### src/inc/sbo_pkg.sv
// Shared constants for the debug signal bank output multiplexer
package sbo_pkg;

    // Register bus geometry
    localparam int ADDR_W = 12;
    localparam int DATA_W = 32;

    // Register byte offsets
    localparam logic [11:0] OFF_CTRL = 12'h000;
    localparam logic [11:0] OFF_BANK = 12'h004;
    localparam logic [11:0] OFF_CLKSEL = 12'h008;
    localparam logic [11:0] OFF_STATUS = 12'h00c;
    localparam logic [11:0] OFF_SAMPLES = 12'h010;
    localparam logic [11:0] OFF_PINS = 12'h014;
    localparam logic [11:0] OFF_CONFIG = 12'h018;

    // CTRL fields
    localparam int CTRL_OE_BIT = 0;
    localparam int CTRL_HOLD_BIT = 1;
    localparam int CTRL_CLR_BIT = 2;

    // STATUS fields
    localparam int STAT_MODE_BIT = 0;
    localparam int STAT_OE_BIT = 1;
    localparam int STAT_PEND_BIT = 2;
    localparam int STAT_HOLD_BIT = 3;
    localparam int STAT_BANK_LSB = 8;

    // CONFIG fields
    localparam int CFG_PINS_LSB = 0;
    localparam int CFG_BANKS_LSB = 16;
    localparam int CFG_CNT_W = 9;

    // Build-time limits
    localparam int MAX_PINS = 256;
    localparam int MAX_BANKS = 256;

    // Values after reset
    localparam logic RST_HOLD = 1'b0;
    localparam logic [31:0] RST_SAMPLES = 32'h0000_0000;

    // Sample clock synchroniser and matching data delay
    localparam int SYNC_STAGES = 3;
    localparam int DATA_DELAY = 3;

endpackage : sbo_pkg

### src/verilog/signal_bank_output_mux.sv
// Debug pin bank multiplexer with timing and state capture modes
//
// Behaviour
// RULE_01: Pin count is a build parameter, any value from 1 to 256.
// RULE_02: Each pin muxes over all banks and drives its own index of the chosen bank.
// RULE_03: Bank count is a build parameter, any value from 1 to 256.
// RULE_04: Timing mode passes signals unregistered; the analyzer samples with its own clock.
// RULE_05: State mode registers the selected signals on a sample clock from the design.
// RULE_06: Sample clock select exists only in state mode; any design signal may serve.
// RULE_07: Integrator should choose a sample clock fast enough for the signals of interest.
// RULE_08: After reset pins are either all tri-stated or drive one chosen bank. In state mode driven pins show zeros until the first sample edge.
// RULE_09: Bank selection and output enable are controllable at run time over the access port.
// RULE_10: Bank index is binary; in state mode a change shows at the next sample edge.
//
// The APB interface to the registers and the placing of the registers were decided locally.
`timescale 1ns/10ps
`default_nettype none

module signal_bank_output_mux #(
    parameter int PIN_COUNT = 8,
    parameter int BANK_COUNT = 1,
    parameter int STATE_MODE = 1,
    parameter int SRC_COUNT = 4,
    parameter int POWERUP_TRISTATE = 1,
    parameter int POWERUP_BANK = 0
) (
    input wire logic mclk,
    input wire logic rst_n,
    input wire logic psel,
    input wire logic penable,
    input wire logic pwrite,
    input wire logic [sbo_pkg::ADDR_W-1:0] paddr,
    input wire logic [sbo_pkg::DATA_W-1:0] pwdata,
    output logic [sbo_pkg::DATA_W-1:0] prdata,
    output logic pready,
    output logic pslverr,
    input wire logic [BANK_COUNT*PIN_COUNT-1:0] probeBus,
    input wire logic [SRC_COUNT-1:0] sampleSrc,
    output logic [PIN_COUNT-1:0] laPinOut,
    output logic [PIN_COUNT-1:0] laPinOe
);

    // Index widths follow the configured counts
    localparam int BANK_W = (BANK_COUNT > 1) ? $clog2(BANK_COUNT) : 1; // RULE_03 RULE_10
    localparam int SRC_W = (SRC_COUNT > 1) ? $clog2(SRC_COUNT) : 1;
    localparam int PIN_CLAMP = (PIN_COUNT > sbo_pkg::MAX_PINS) ? sbo_pkg::MAX_PINS : PIN_COUNT; // RULE_01
    localparam int BANK_CLAMP = (BANK_COUNT > sbo_pkg::MAX_BANKS) ? sbo_pkg::MAX_BANKS : BANK_COUNT;
    localparam int RD_PINS = (PIN_COUNT > sbo_pkg::DATA_W) ? sbo_pkg::DATA_W : PIN_COUNT;
    localparam logic IS_STATE = (STATE_MODE != 0);

    // Power-up choice: tri-state, or drive a valid bank
    localparam logic OE_RST = (POWERUP_TRISTATE == 0); // RULE_08
    localparam int BANK_RST_INT = (POWERUP_BANK < BANK_COUNT) ? POWERUP_BANK : 0;
    localparam logic [BANK_W-1:0] BANK_RST = BANK_W'(BANK_RST_INT); // RULE_08
    localparam logic [SRC_W-1:0] CLKSEL_RST = '0;
    localparam logic [PIN_COUNT-1:0] CAPTURE_RST = '0;

    // Control state
    logic outEn_q;
    logic hold_q;
    logic [BANK_W-1:0] bankSel_q;
    logic [BANK_W-1:0] activeBank_q;
    logic [SRC_W-1:0] clkSel_q;
    logic [31:0] sampleCnt_q;
    logic [PIN_COUNT-1:0] capture_q;
    logic [PIN_COUNT-1:0] delay_q [sbo_pkg::DATA_DELAY];
    logic [sbo_pkg::DATA_W-1:0] prdata_q;

    // Bus decode
    logic setupPh;
    logic accessPh;
    logic wrEn;
    logic [sbo_pkg::ADDR_W-1:0] regAddr;
    logic hitCtrl;
    logic hitBank;
    logic hitClkSel;
    logic mapped;
    logic bankBad;
    logic [sbo_pkg::DATA_W-1:0] rdata_d;

    // Datapath
    logic [PIN_COUNT-1:0] muxData;
    logic selectedSrc;
    logic sampleRise;
    logic takeSample;
    logic countClear;

    assign setupPh = psel && !penable;
    assign accessPh = psel && penable;
    assign wrEn = accessPh && pwrite;
    assign regAddr = {paddr[sbo_pkg::ADDR_W-1:2], 2'b00};

    assign hitCtrl = (regAddr == sbo_pkg::OFF_CTRL);
    assign hitBank = (regAddr == sbo_pkg::OFF_BANK);
    assign hitClkSel = (regAddr == sbo_pkg::OFF_CLKSEL);
    assign mapped = hitCtrl || hitBank || hitClkSel
        || (regAddr == sbo_pkg::OFF_STATUS)
        || (regAddr == sbo_pkg::OFF_SAMPLES)
        || (regAddr == sbo_pkg::OFF_PINS)
        || (regAddr == sbo_pkg::OFF_CONFIG);

    // Bank index beyond the configured count is refused
    assign bankBad = hitBank && (pwdata >= sbo_pkg::DATA_W'(BANK_COUNT)); // RULE_10

    // Zero wait states: every access completes in its first access cycle
    assign pready = 1'b1;
    assign pslverr = accessPh && (!mapped || (pwrite && bankBad));

    // Output enable, run-time controllable
    always_ff @(posedge mclk) begin
        if (!rst_n) begin
            outEn_q <= OE_RST; // RULE_08
        end else if (wrEn && hitCtrl) begin
            outEn_q <= pwdata[sbo_pkg::CTRL_OE_BIT]; // RULE_09
        end
    end

    // Capture hold, freezes the pins in state mode
    always_ff @(posedge mclk) begin
        if (!rst_n) begin
            hold_q <= sbo_pkg::RST_HOLD;
        end else if (wrEn && hitCtrl) begin
            hold_q <= pwdata[sbo_pkg::CTRL_HOLD_BIT];
        end
    end

    // Requested bank, binary index
    always_ff @(posedge mclk) begin
        if (!rst_n) begin
            bankSel_q <= BANK_RST; // RULE_08
        end else if (wrEn && hitBank && !bankBad) begin
            bankSel_q <= pwdata[BANK_W-1:0]; // RULE_09 RULE_10
        end
    end

    // Sample clock source select; absent in timing mode
    always_ff @(posedge mclk) begin
        if (!rst_n) begin
            clkSel_q <= CLKSEL_RST;
        end else if (IS_STATE && wrEn && hitClkSel) begin
            clkSel_q <= pwdata[SRC_W-1:0]; // RULE_06
        end
    end

    bank_signal_mux #(
        .PIN_COUNT(PIN_COUNT),
        .BANK_COUNT(BANK_COUNT),
        .BANK_W(BANK_W)
    ) u_mux (
        .probeBus(probeBus),
        .bankSel(bankSel_q),
        .pinData(muxData)
    );

    // Any design signal may be the sample clock; out of range picks none
    assign selectedSrc = IS_STATE && (int'(clkSel_q) < SRC_COUNT) && sampleSrc[clkSel_q]; // RULE_06

    // Sample clock is oversampled by mclk, so it must stay well below
    // a quarter of mclk for every edge to be seen
    sample_edge_sync u_sync (
        .mclk(mclk),
        .rst_n(rst_n),
        .asyncIn(selectedSrc),
        .level(),
        .rise(sampleRise)
    );

    assign takeSample = IS_STATE && sampleRise && !hold_q;

    // Data delayed to match synchroniser latency, so the captured
    // word is the one present at the sample clock edge
    always_ff @(posedge mclk) begin
        if (!rst_n) begin
            for (int i = 0; i < sbo_pkg::DATA_DELAY; i++) begin
                delay_q[i] <= CAPTURE_RST;
            end
        end else begin
            delay_q[0] <= muxData;
            for (int i = 1; i < sbo_pkg::DATA_DELAY; i++) begin
                delay_q[i] <= delay_q[i-1];
            end
        end
    end

    // State mode capture on each sample edge
    always_ff @(posedge mclk) begin
        if (!rst_n) begin
            capture_q <= CAPTURE_RST;
        end else if (takeSample) begin
            capture_q <= delay_q[sbo_pkg::DATA_DELAY-1]; // RULE_05
        end
    end

    // Bank whose data is on the pins
    always_ff @(posedge mclk) begin
        if (!rst_n) begin
            activeBank_q <= BANK_RST;
        end else if (!IS_STATE || takeSample) begin
            activeBank_q <= bankSel_q; // RULE_10
        end
    end

    // Sample edge counter; a clear with a new edge in the same cycle restarts it at 1
    assign countClear = wrEn && hitCtrl && pwdata[sbo_pkg::CTRL_CLR_BIT];

    always_ff @(posedge mclk) begin
        if (!rst_n) begin
            sampleCnt_q <= sbo_pkg::RST_SAMPLES;
        end else if (takeSample && countClear) begin
            sampleCnt_q <= 32'h0000_0001;
        end else if (countClear) begin
            sampleCnt_q <= sbo_pkg::RST_SAMPLES;
        end else if (takeSample) begin
            sampleCnt_q <= sampleCnt_q + 32'h0000_0001;
        end
    end

    // Timing mode is a pure combinational path to the pins; the
    // analyzer's own clock does the sampling
    assign laPinOut = IS_STATE ? capture_q : muxData; // RULE_04 RULE_05
    assign laPinOe = {PIN_COUNT{outEn_q}}; // RULE_08

    // Read data
    always_comb begin
        rdata_d = '0;
        case (regAddr)
            sbo_pkg::OFF_CTRL: begin
                rdata_d[sbo_pkg::CTRL_OE_BIT] = outEn_q;
                rdata_d[sbo_pkg::CTRL_HOLD_BIT] = hold_q;
            end
            sbo_pkg::OFF_BANK: begin
                rdata_d[BANK_W-1:0] = bankSel_q;
            end
            sbo_pkg::OFF_CLKSEL: begin
                if (IS_STATE) begin
                    rdata_d[SRC_W-1:0] = clkSel_q;
                end
            end
            sbo_pkg::OFF_STATUS: begin
                rdata_d[sbo_pkg::STAT_MODE_BIT] = IS_STATE;
                rdata_d[sbo_pkg::STAT_OE_BIT] = outEn_q;
                rdata_d[sbo_pkg::STAT_PEND_BIT] = (activeBank_q != bankSel_q);
                rdata_d[sbo_pkg::STAT_HOLD_BIT] = hold_q;
                rdata_d[sbo_pkg::STAT_BANK_LSB +: BANK_W] = activeBank_q;
            end
            sbo_pkg::OFF_SAMPLES: begin
                rdata_d = sampleCnt_q;
            end
            sbo_pkg::OFF_PINS: begin
                rdata_d[RD_PINS-1:0] = laPinOut[RD_PINS-1:0];
            end
            sbo_pkg::OFF_CONFIG: begin
                rdata_d[sbo_pkg::CFG_PINS_LSB +: sbo_pkg::CFG_CNT_W] = sbo_pkg::CFG_CNT_W'(PIN_CLAMP);
                rdata_d[sbo_pkg::CFG_BANKS_LSB +: sbo_pkg::CFG_CNT_W] = sbo_pkg::CFG_CNT_W'(BANK_CLAMP);
            end
            default: begin
                rdata_d = '0;
            end
        endcase
    end

    // Read data registered in the setup cycle, held through access
    always_ff @(posedge mclk) begin
        if (!rst_n) begin
            prdata_q <= '0;
        end else if (setupPh) begin
            prdata_q <= pwrite ? '0 : rdata_d;
        end
    end

    assign prdata = prdata_q;

endmodule : signal_bank_output_mux

`default_nettype wire

### src/verilog/sample_edge_sync.sv
// Three-stage synchroniser with agreement filter and rising-edge pulse
`timescale 1ns/10ps
`default_nettype none

module sample_edge_sync (
    input wire logic mclk,
    input wire logic rst_n,
    input wire logic asyncIn,
    output logic level,
    output logic rise
);

    logic s1_q;
    logic s2_q;
    logic s3_q;
    logic level_q;

    // First stage feeds only the second
    always_ff @(posedge mclk) begin
        if (!rst_n) begin
            s1_q <= 1'b0;
            s2_q <= 1'b0;
            s3_q <= 1'b0;
        end else begin
            s1_q <= asyncIn;
            s2_q <= s1_q;
            s3_q <= s2_q;
        end
    end

    // A change counts once stages two and three agree
    always_ff @(posedge mclk) begin
        if (!rst_n) begin
            level_q <= 1'b0;
        end else if (s2_q == s3_q) begin
            level_q <= s3_q;
        end
    end

    assign level = level_q;
    assign rise = (s2_q == s3_q) && s3_q && !level_q;

endmodule : sample_edge_sync

`default_nettype wire

### src/verilog/bank_signal_mux.sv
// Per-pin multiplexer over the signal banks
`timescale 1ns/10ps
`default_nettype none

module bank_signal_mux #(
    parameter int PIN_COUNT = 8,
    parameter int BANK_COUNT = 1,
    parameter int BANK_W = 1
) (
    input wire logic [BANK_COUNT*PIN_COUNT-1:0] probeBus,
    input wire logic [BANK_W-1:0] bankSel,
    output logic [PIN_COUNT-1:0] pinData
);

    // Bank b, pin p sits at probeBus[b*PIN_COUNT + p]
    for (genvar p = 0; p < PIN_COUNT; p++) begin : g_pin
        logic [BANK_COUNT-1:0] column;
        for (genvar b = 0; b < BANK_COUNT; b++) begin : g_bank
            assign column[b] = probeBus[b*PIN_COUNT+p];
        end
        // Out-of-range index drives low rather than an unknown
        assign pinData[p] = (int'(bankSel) < BANK_COUNT) ? column[bankSel] : 1'b0; // RULE_02
    end

endmodule : bank_signal_mux

`default_nettype wire

### config.mk
export PLATFORM = sky130hd
export DESIGN_NAME = signal_bank_output_mux
export DESIGN_NICKNAME = d
export VERILOG_FILES = /design/src/inc/sbo_pkg.sv /design/src/verilog/signal_bank_output_mux.sv /design/src/verilog/sample_edge_sync.sv /design/src/verilog/bank_signal_mux.sv
export SDC_FILE = /design/constraint.sdc
export NUM_CORES = 1
export LEC_CHECK = 0
export BUFFER_PORTS_ARGS = -buffer_cell sky130_fd_sc_hd__buf_2
export CORE_MARGIN = 2
export CORE_UTILIZATION = 55
export CTS_CLUSTER_SIZE = 14
export DETAILED_ROUTE_END_ITERATION = 12
export PLACE_DENSITY = 0.86
export SLEW_MARGIN = 20
export SYNTH_ARGS = -nofsm -noshare
export SYNTH_HDL_FRONTEND = slang
export SYNTH_SLANG_ARGS = --single-unit
### constraint.sdc
create_clock -name mclk -period 3.16 [get_ports mclk]
set_clock_uncertainty 0.15 [all_clocks]
set_input_delay 0.474 -clock mclk [delete_from_list [all_inputs] [get_ports mclk]]
set_output_delay 0.474 -clock mclk [all_outputs]
set_load 0.02 [all_outputs]
After elaboration in Yosys (flattened, before gate mapping)
Memories as Yosys holds them, arrays and structs flattened. A register that Yosys moved wholly into a read port is not among the register bits.
Index checks and enable logic that the tools add are counted.
- memory bits (writable): 24
- latch bits: 0
- register bits after elaboration: 74
- memories kept: 1
- input bits: 61
- ROM bits: 0
- word-level logic and storage cells: 96
- output and inout bits: 50
- memory list (memory ; words ; width ; rd ports ; clocked after memory_dff ; wr ports ; RTL line ; RTL):
    delay_q ; 3 ; 8 ; 3 ; 1 ; 3 ; signal_bank_output_mux.sv:66 ; logic [PIN_COUNT-1:0] delay_q [sbo_pkg::DATA_DELAY];
- reductions and logical operators: 31
- bitwise gates (word level): 4
- multiply operators: 0
- add/sub/neg operators: 1
- divide/modulo/power cells: 0
- shifts and indexed selects: 0
- $lt $le $gt $ge: 4
- eq/ne operators: 8
- muxes and demuxes: 35
- operator list (operator ; count):
    $add A32 B1 Y32 const B ; 1
    $ge A32 B1 Y1 const B ; 1
    $mux W32 ; 1
    $eq A10 B3 Y1 const B ; 3
    $mux W8 ; 3
    $mux W1 ; 22
    $eq A10 B2 Y1 const B ; 2
    $pmux W9 S2 ; 1
    $logic_and A1 B1 Y1 ; 15
    $mux W7 ; 2
    $logic_not A12 Y1 ; 1
    $eq A10 B1 Y1 const B ; 1
    $pmux W2 S4 ; 1
    $pmux W4 S2 ; 1
    $logic_or A1 B1 Y1 ; 7
    $logic_not A1 Y1 ; 6
    $pmux W1 S6 ; 1
    $pmux W1 S5 ; 1
    $lt A2 B3 Y1 const B ; 1
    $or A1 B1 Y1 ; 3
    $reduce_bool A3 Y1 ; 1
    $reduce_or A3 Y1 ; 1
    $bmux W1 S2 ; 1
    $lt A1 B1 Y1 const B ; 2
    other kinds (4) ; 4

Depth between registers and ports, before layout
Gate-level depths: netlist (run 1).
- word-level depth: 10
- gate-level depth with buffers: 7
- mapped depth without buffers: 5

Hierarchy
From an unflattened synthesis (run 1), not the netlist that was laid out.
- cells, all modules: 498
- area total of the unflattened synthesis: 4470.5 µm²
- modules (own cells, without submodules) (module ; instances ; area an instance (µm²) ; cells an instance):
    signal_bank_output_mux ; 1 ; 4286.6 ; 479
    sample_edge_sync ; 1 ; 133.9 ; 11
    bank_signal_mux ; 1 ; 50.0 ; 8

Least setup slack after synthesis (run 1)
OpenSTA, ideal clock, no wires.
- kind: input -> output
- start point: in paddr[9] (netlist bit)
- end point: out pslverr
- data required time: 2.536 ns
- arrival: 1.892 ns
- stages: 5
- path slack: 0.644 ns
- path through: or4_1 clkbuf_2 nor4_1 nand2_1 o22ai_1
- cells in the longest elaborated chain, start to end: 10
- elaborated cells between the ends (all ways): 18
- ends and longest elaborated chain (what ; RTL line ; RTL):
    start: declaration ; signal_bank_output_mux.sv:32 ; input wire logic [sbo_pkg::ADDR_W-1:0] paddr,
    $eq A10 B1 Y1 / $logic_not A12 Y1 (equally long branches) ; signal_bank_output_mux.sv:94, signal_bank_output_mux.sv:93 ;
    $logic_or A1 B1 Y1 (2 in series) ; signal_bank_output_mux.sv:96 ; assign mapped = hitCtrl || hitBank || hitClkSel
    $logic_or A1 B1 Y1 ; signal_bank_output_mux.sv:97 ; || (regAddr == sbo_pkg::OFF_STATUS)
    $logic_or A1 B1 Y1 ; signal_bank_output_mux.sv:98 ; || (regAddr == sbo_pkg::OFF_SAMPLES)
    $logic_or A1 B1 Y1 ; signal_bank_output_mux.sv:99 ; || (regAddr == sbo_pkg::OFF_PINS)
    $logic_or A1 B1 Y1 ; signal_bank_output_mux.sv:100 ; || (regAddr == sbo_pkg::OFF_CONFIG);
    $logic_not A1 Y1 ; signal_bank_output_mux.sv:107 ; assign pslverr = accessPh && (!mapped || (pwrite && bankBad));
    $logic_or A1 B1 Y1 (*) ; signal_bank_output_mux.sv:107 ;
    $logic_and A1 B1 Y1 (*) ; signal_bank_output_mux.sv:107 ;
    end: declaration ; signal_bank_output_mux.sv:36 ; output logic pslverr,
Mark *: on every way between the ends. The rest lies on a longest branch, timed or not.

Worst setup path in the final report (run 1)
Ends and elaborated chain as after synthesis.

==> results of run 1 <==
-- state kept, by name, indices dropped and copies added, names as in the netlist --
register,count
prdata,32
sampleCnt_q,32
delay_q,24
laPinOut,8
clkSel_q,2
activeBank_q,1
bankSel_q,1
hold_q,1
outEn_q,1
u_sync.level,1
u_sync.s1_q,1
u_sync.s2_q,1
u_sync.s3_q,1
-- kinds of logic (layout without fill, tap and decap cells) --
logic type,Yosys count,in the layout
muxes,21,21
adders and majority gates,2,2
and+or+nand+nor,217,217
xor gates and xnor gates,9,9
DFF,106,106
buffers and inverters,44,135
AOI/OAI and AO/OA,93,93
other,1,1
-- path summary, 6_finish.rpt --
check	start	cells past startpoint	to
hold / removal	probeBus[4]	2	delay_q[0][4]
setup / recovery	paddr[9]	6	pslverr
setup reg to reg	sampleCnt_q[0]	5	sampleCnt_q[28]
hold reg to reg	delay_q[1][3]	1	delay_q[2][3]
-- worst register-to-register path: stages (launching register included) --
cell and delay (ns):
sky130_fd_sc_hd__dfxtp_1 0.43, sky130_fd_sc_hd__ha_1 0.20, sky130_fd_sc_hd__and4bb_2 0.31, sky130_fd_sc_hd__nand4_1 0.60, sky130_fd_sc_hd__or4_1 0.73, sky130_fd_sc_hd__a21oi_1 0.16
-- where the power goes --
group	leakage (nW)	switching, W	internal [W]	total [W]
logic	1.09	0.0000689	0.0000493	0.000118
registers	0.858	0.00000346	0.00135	0.00135
clock network	0.104	0.000481	0.000383	0.000863
total	2.05	0.000553	0.00178	0.00233
-- stage by stage --
stage                       util  std cells  cell area (sq um)
after CTS                 0.6647        686               5190
after global routing      0.6647        686               5190
final                     0.6647        686               5190
after detailed placement  0.6378        670               4980
after global placement    0.6378        670               4980
after floorplan                -        493               4479
-- layer usage --
layer,vias to the layer above,share of wire,GRT usage
li1,1946,-,-
met1,1909,0.43,0.3092
met2,166,0.48,0.4065
met3,16,0.077,0.05778
met4,0,0.016,0.08937
met5,-,0,0
-- area by class of cell --
type                       instances  area [sq um]  area share
timing repair buffer             112         573.1      0.1104
inverter                           7         26.28    0.005063
multi-input combinational        343          2131      0.4106
clock buffer                       9         123.9     0.02387
sequential                       106          2122      0.4089
tap                              102         127.6     0.02459
clock inverter                     7         86.33     0.01663
-- cell usage after synthesis, types with 4 or more instances --
cell | instances | share of area
sky130_fd_sc_hd__or4_1 | 11 | 0.018
sky130_fd_sc_hd__nor4_1 | 15 | 0.021
sky130_fd_sc_hd__a2bb2oi_1 | 4 | 0.0078
sky130_fd_sc_hd__nor2_1 | 43 | 0.036
sky130_fd_sc_hd__and2_1 | 29 | 0.041
sky130_fd_sc_hd__clkbuf_1 | 22 | 0.018
sky130_fd_sc_hd__nand3_1 | 16 | 0.018
sky130_fd_sc_hd__inv_1 | 6 | 0.0050
sky130_fd_sc_hd__nand2_1 | 42 | 0.035
sky130_fd_sc_hd__nand2b_1 | 8 | 0.011
sky130_fd_sc_hd__o31ai_1 | 10 | 0.017
sky130_fd_sc_hd__nor3_1 | 4 | 0.0045
sky130_fd_sc_hd__dfxtp_1 | 106 | 0.47
sky130_fd_sc_hd__o21ai_0 | 14 | 0.016
sky130_fd_sc_hd__or3_1 | 9 | 0.013
sky130_fd_sc_hd__mux2i_1 | 20 | 0.045
sky130_fd_sc_hd__and3_1 | 4 | 0.0056
sky130_fd_sc_hd__buf_4 | 10 | 0.017
sky130_fd_sc_hd__a21oi_1 | 33 | 0.037
sky130_fd_sc_hd__nand4_1 | 12 | 0.017
sky130_fd_sc_hd__xor2_1 | 5 | 0.0098
sky130_fd_sc_hd__xnor2_1 | 4 | 0.0078
sky130_fd_sc_hd__a22oi_1 | 23 | 0.039
sky130_fd_sc_hd__and4_1 | 7 | 0.014
-- cell usage in the layout (no fill, tap or decap), drive strengths merged, types with 3 or more instances in the layout --
master	n
buf	112
dfxtp	106
nor2	43
nand2	42
a21oi	33
and2	29
a22oi	23
mux2i	20
nand3	16
nor4	16
o21ai	14
nand4	12
or4	12
o31ai	10
inv	10
or3	9
clkbuf	9
nand2b	8
and4	7
xor2	5
nor3	4
a2bb2oi	4
xnor2	4
and3	4
nor4bb	3
nor2b	3
==> out/qor.txt, run 1 <==
Layout net count: 642
Antenna-violating nets left: 0
Worst EP arrival: 2.03 ns
Period Utilization, post-route: 0.8408
Share of synthesized cell area in and, or, nand and nor gates: 0.2687
First-pass GRT wire length: 17.26 mm
Compound-cell area share of the yosys netlist: 0.1332
Routed length per placed instance: 15.43 um
Cell occurring most often along the worst timing path: sky130_fd_sc_hd__buf_2
Vias in the first global route: 3,676
Post-synthesis sequential element count: 106
Setup violations, final: 0
Width of the chip: 94.25 um
# Post-CTS Setup Buffers: 0
CTS root buf: sky130_fd_sc_hd__clkbuf_8
Post-synthesis mux area share: 0.04972
I/O Pins: 111
Worst-path cell chain: buf_2, or4_1, nor4_1, nand2_1, o22ai_1, buf_2
Final slew viol count: 0
Adder and majority gate portion of the synthesized area: 0.005587
Largest fanout on the critical path: 7
Average via count per standard cell: 5.885
Async S/R FF share, synth: 0
Power consumption: 0.002334 W
Buffers & Inverters on Critical Path: 2
Number of enable-type register cells in the synthesized netlist: 0
Critical path data required time: 2.54 ns
Tightest Hold Check Type: in2reg
Worst relative slew slack: 0.5153
Number of failing hold endpoints at the final stage: 0
Maximum vdd ir drop: 246.8 uV
Worst-skew pair later-pin latency: 0.38 ns
Leakage Power: 2.051 nW
Setup repair after global routing missed its margin: no
Area of the mapped netlist: 0.004479 sq mm
Critical Path Source Type: input port
Filler Cells Inserted: 652
DR vias: 4,037
TritonCTS clock tree: yes
Count of unresolved DRC violations after routing: 0
Most common flop cell mapped by yosys: sky130_fd_sc_hd__dfxtp_1
Min cycle time layout: 2.657 ns
Count of port buffers added during placement: 107
Core footprint: 0.007807 sq mm
Initial Utilization: 0.5737
Kind of end point of the critical path: output port
FMAX: 0.3764 GHz
Gr usage total: 0.2446
Core Rows: 32
Clock input transition at the sequential cells of the worst setup and hold paths: 0.11 ns
Worst path setup slack after routing: 0.5032 ns
Slowest cell on the critical path: sky130_fd_sc_hd__or4_1
Hold WS: 0.1336 ns
Minimum setup slack after placement: 0.5119 ns
Initial DRT Pass Iterations: 5
Family with the most delay on the worst path: simple AND/OR/NAND/NOR gates
Sequential-to-total area share from yosys stat: 0.4737
Power Density: 449.6 mW/mm^2
Worst reg2reg setup slack: 0.52 ns
Count of inserted antenna diode cells: 0
Number of warning messages in the yosys log: 0
Max-cap violations: 0
Pin count of the biggest net entering global routing: 45
Count of instances resized after the clock tree is built: 0
Drt total wl: 10.59 mm
Initial antenna violation count: 0
Setup CP Type: in2out
Placer's final routability congestion estimate: 0.8098
Average cell area after synthesis: 9.086 sq um
Post-synthesis cell count: 493
Max Buffers Root-to-Sink: 2
Post-synth net total: 556
Count of unique library cells instantiated by Yosys: 50
Setup total negative slack: 0 ns
Layout cell share with drive strength beyond 1: 0.2312
Delay of the slowest cell on the worst path: 0.67 ns
Number of design-rule violations left by the first detailed-router iteration: 294
H-Tree Depth: 3
Grt ovf: 0
Run status: complete, no violations
Number of hold buffers added after CTS: 0
Clk sinks: 106
DPL Wire Length: 7.393 mm
Main combinational cell family by area after synthesis: simple AND/OR/NAND/NOR gates
CTS Buf Count: 9
Die span in y: 94.25 um
Slew at the pin with the worst max-slew slack: 0.7249 ns
Post-Synth XOR/XNOR Area: 0.01760
Die ar.: 0.008882 sq mm
Synth-to-layout area growth: 15.87%
No activity file was read; power rests on OpenSTA's default activity.
==> run 2, diff against run 1 <==
ABC_AREA = 1   (was default)
CORE_UTILIZATION = 54   (was 55)
PLACE_DENSITY = 0.84   (was 0.86)
clock period = 2.7 ns   (was 3.16 ns; I/O delays follow)
==> run 2 against run 1 <==
  * Synthesized area up 5.0%
  * Non-clock buffer count unchanged
  * Critical path depth up 3
  * Sequential share of layout area down 1.8 points
  * Total power up 15%
  * First-iteration DRC count down 33%
  * Final cell count up 24%
  * Cell area up 4.7%
  * Critical path type unchanged
  * Critical endpoint unchanged
  * Largest power group unchanged
  * Highest routed layer unchanged
==> out/qor.txt, run 2 <==
Async S/R FF share, synth: 0 (unchanged)
Combinational group share of total power: 0.054 (+0.003)
Post-layout instance area: 0.005431 sq mm (+4.7%)
Commonest cells after routing, fill and taps aside: 152 x sky130_fd_sc_hd__nand2_1, 107 x sky130_fd_sc_hd__buf_2, 106 x sky130_fd_sc_hd__dfxtp_1, 82 x sky130_fd_sc_hd__nor2_1, 68 x sky130_fd_sc_hd__inv_1
Worst-skew pair later-pin latency: 0.37 ns (about the same)
FMAX: 0.4381 GHz
Most common flop cell mapped by yosys: sky130_fd_sc_hd__dfxtp_1
Most frequently used cell type in the post-synthesis netlist: sky130_fd_sc_hd__nand2_1
Post-Synth XOR/XNOR Area: 0.01117 (-0.006428)
Share of synthesized cell area in and, or, nand and nor gates: 0.3242 (+0.05549)
DR vias: 4,309 (+6.7%)
Layout net count: 798 (+24%)
Critical Path Source Type: input port
Routed length per placed instance: 12.61 um (-18%)
Portion of synthesized cell area occupied by the leading cell type: 0.4511 (-0.02268)
Max Buffers Root-to-Sink: 2 (unchanged)
TritonCTS clock tree: yes
CTS Buf Count: 9 (unchanged)
Post-synthesis cell type with the largest combined area: sky130_fd_sc_hd__dfxtp_1
Count of unique library cells instantiated by Yosys: 41 (-18%)
Area of the mapped netlist: 0.004705 sq mm (+5.0%)
Number of cells in the finished layout apart from fillers: 848 (+24%)
Adder and majority gate portion of the synthesized area: 0.005319 (-0.0002674)
Die span in y: 97.34 um (+3.3%)
Power Density: 493.7 mW/mm^2 (+9.8%)
Min cycle time layout: 2.282 ns
Run status: complete, no violations
Cell types with the highest counts after synthesis: 152 x sky130_fd_sc_hd__nand2_1, 106 x sky130_fd_sc_hd__dfxtp_1, 82 x sky130_fd_sc_hd__nor2_1
H-Tree Depth: 3 (unchanged)
Initial DRT Pass Iterations: 5 (unchanged)
Post-synth net total: 702 (+26%)
Int Power: 0.001999 W (+12%)
Count of port buffers added during placement: 107 (unchanged)
First-pass GRT wire length: 18.43 mm (+6.8%)
Post-synthesis cell count: 639 (+30%)
Largest fanout on the critical path: 6 (-1)
Layout cell share with drive strength beyond 1: 0.2284 (-0.002786)
Switching part of the total power: 0.2544 (+0.01751)
Critical path data required time: 2.14 ns (-0.40 ns)
Number of warning messages in the yosys log: 0 (unchanged)
Main combinational cell family by area after synthesis: simple AND/OR/NAND/NOR gates
Antenna-violating nets left: 0 (unchanged)
Leading cell types by total area after synthesis: sky130_fd_sc_hd__dfxtp_1 45%, sky130_fd_sc_hd__nand2_1 12%, sky130_fd_sc_hd__nor2_1 6.5%
Net Sw Power: 0.0006823 W (+23%)
Average cell area after synthesis: 7.362 sq um (-19%)
Most common cell after layout, fill and taps aside: sky130_fd_sc_hd__nand2_1
Met2 wire length: 5.032 mm (-0.91%)
Setup violations, final: 0 (unchanged)
Number of design-rule violations left by the first detailed-router iteration: 196 (-33%)
Leakage Power: 2.471 nW (+20%)
Post-synthesis mux area share: 0 (-0.04972)
Initial antenna violation count: 0 (unchanged)
Synth-to-layout area growth: 15.45%
Metal3 WL: 593 um (-27%)
Core Rows: 34 (+6.3%)
Met1 Routed Length: 4.965 mm (+9.9%)
Drt total wl: 10.69 mm (+1.0%)
Count of inserted antenna diode cells: 0 (unchanged)
Count of unresolved DRC violations after routing: 0 (unchanged)
Grt ovf: 0 (unchanged)
Post-synthesis sequential element count: 106 (unchanged)
Number of enable-type register cells in the synthesized netlist: 0 (unchanged)
Clk network pwr share: 0.354 (-0.016)
Worst EP arrival: 1.73 ns (-0.30 ns)
Compound-cell area share of the yosys netlist: 0.1077 (-0.02553)
Pin count of the biggest net entering global routing: 33 (-27%)
Setup total negative slack: 0 ns (unchanged)
Clock input transition at the sequential cells of the worst setup and hold paths: 0.11 ns (about the same)
Core footprint: 0.008593 sq mm (+10%)
Max Used Layer: met4
Count of instances resized after the clock tree is built: 0 (unchanged)
Sequential-to-total area share from yosys stat: 0.4511 (-0.02268)
Placer's final routability congestion estimate: 0.8984 (+11%)
Gr usage total: 0.2316 (-0.01304)
Number of hold buffers added after CTS: 0 (unchanged)
Period Utilization, post-route: 0.8453
Average via count per standard cell: 5.081 (-14%)
Setup repair after global routing missed its margin: no
Max-cap violations: 0 (unchanged)
Die ar.: 0.009475 sq mm (+6.7%)
Placed cells: 832 (+24%)
Initial Utilization: 0.5475 (-0.02625)
Power consumption: 0.002682 W (+15%)
Final slew viol count: 0 (unchanged)
Tightest Hold Check Type: in2reg
Vias in the first global route: 4,053 (+10%)
Setup CP Type: in2out
Part of the total power dissipated in sequential elements: 0.592 (+0.013)
I/O Pins: 111 (unchanged)
Kind of end point of the critical path: output port
# Post-CTS Setup Buffers: 0 (unchanged)
CTS root buf: sky130_fd_sc_hd__clkbuf_8
Cell area after placement: 0.005239 sq mm (+5.2%)
DPL Wire Length: 7.897 mm (+6.8%)
Number of failing hold endpoints at the final stage: 0 (unchanged)
Maximum vdd ir drop: 341.7 uV (+38%)
Width of the chip: 97.34 um (+3.3%)
Clk sinks: 106 (unchanged)
run 2: worst max-delay path, cell delays in order:
cell and delay, ns:
sky130_fd_sc_hd__buf_2 0.09, sky130_fd_sc_hd__nor2_1 0.09, sky130_fd_sc_hd__nand2_1 0.18, sky130_fd_sc_hd__nor2_2 0.29, sky130_fd_sc_hd__nand2_1 0.12, sky130_fd_sc_hd__nor2_1 0.15, sky130_fd_sc_hd__inv_1 0.06, sky130_fd_sc_hd__o22ai_1 0.13
sky130_fd_sc_hd__buf_2 0.19
run 2: power by group through the flow:
stage / combinational [W] / sequential [W] / clock (W)
2_1_floorplan: 0.0000798 / 0.00162 / 0
3_3_place_gp: 0.000138 / 0.00162 / 0
3_5_place_dp: 0.000144 / 0.00162 / 0
4_1_cts: 0.000145 / 0.00159 / 0.000962
5_1_grt: 0.000163 / 0.00159 / 0.00103
6_report: 0.000144 / 0.00159 / 0.000950
run 2: kinds of logic after synthesis:
kind of cell	count (synthesis)
compound gates	97
xor+xnor	6
fa+ha+maj	2
buf+inv	105
flops	106
other cells	1
simple gates	322
run 2: metal layers:
metal	vias up	GRT usage
li1	2218	-
met1	1966	0.3164
met2	112	0.3771
met3	13	0.05180
met4	0	0.05449
met5	-	0
run 2: area by class of cell:
class                      instances  area, sq um
tap                              108        135.1
inverter                          78        295.3
clock inverter                     7        68.82
sequential                       106         2122
clock buffer                       9        123.9
timing repair buffer             112        573.1
fill                             772         3162
multi-input combinational        428         2113
run 2: worst paths after layout:
kind | startpoint | end | slack [ns] | depth (start not counted)
setup / recovery | paddr[9] | pslverr | 0.42 | 9
setup reg to reg | u_sync.s2_q | sampleCnt_q[31] | 0.66 | 10
hold reg to reg | delay_q[0][3] | delay_q[1][3] | 0.27 | 2
hold / removal | probeBus[0] | delay_q[0][0] | 0.09 | 3
run 2: per-stage QoR:
stage | setup WS (ns) | utilization | hold slack [ns]
final | 0.4177 | 0.6321 | 0.08784
after global routing | 0.2811 | 0.6321 | 0.08119
after CTS | 0.4313 | 0.6321 | 0.07815
after detailed placement | 0.4449 | 0.6096 | 0.2461
after global placement | 0.5494 | 0.6096 | 0.2434
after floorplan | 0.7057 | - | 0.2405
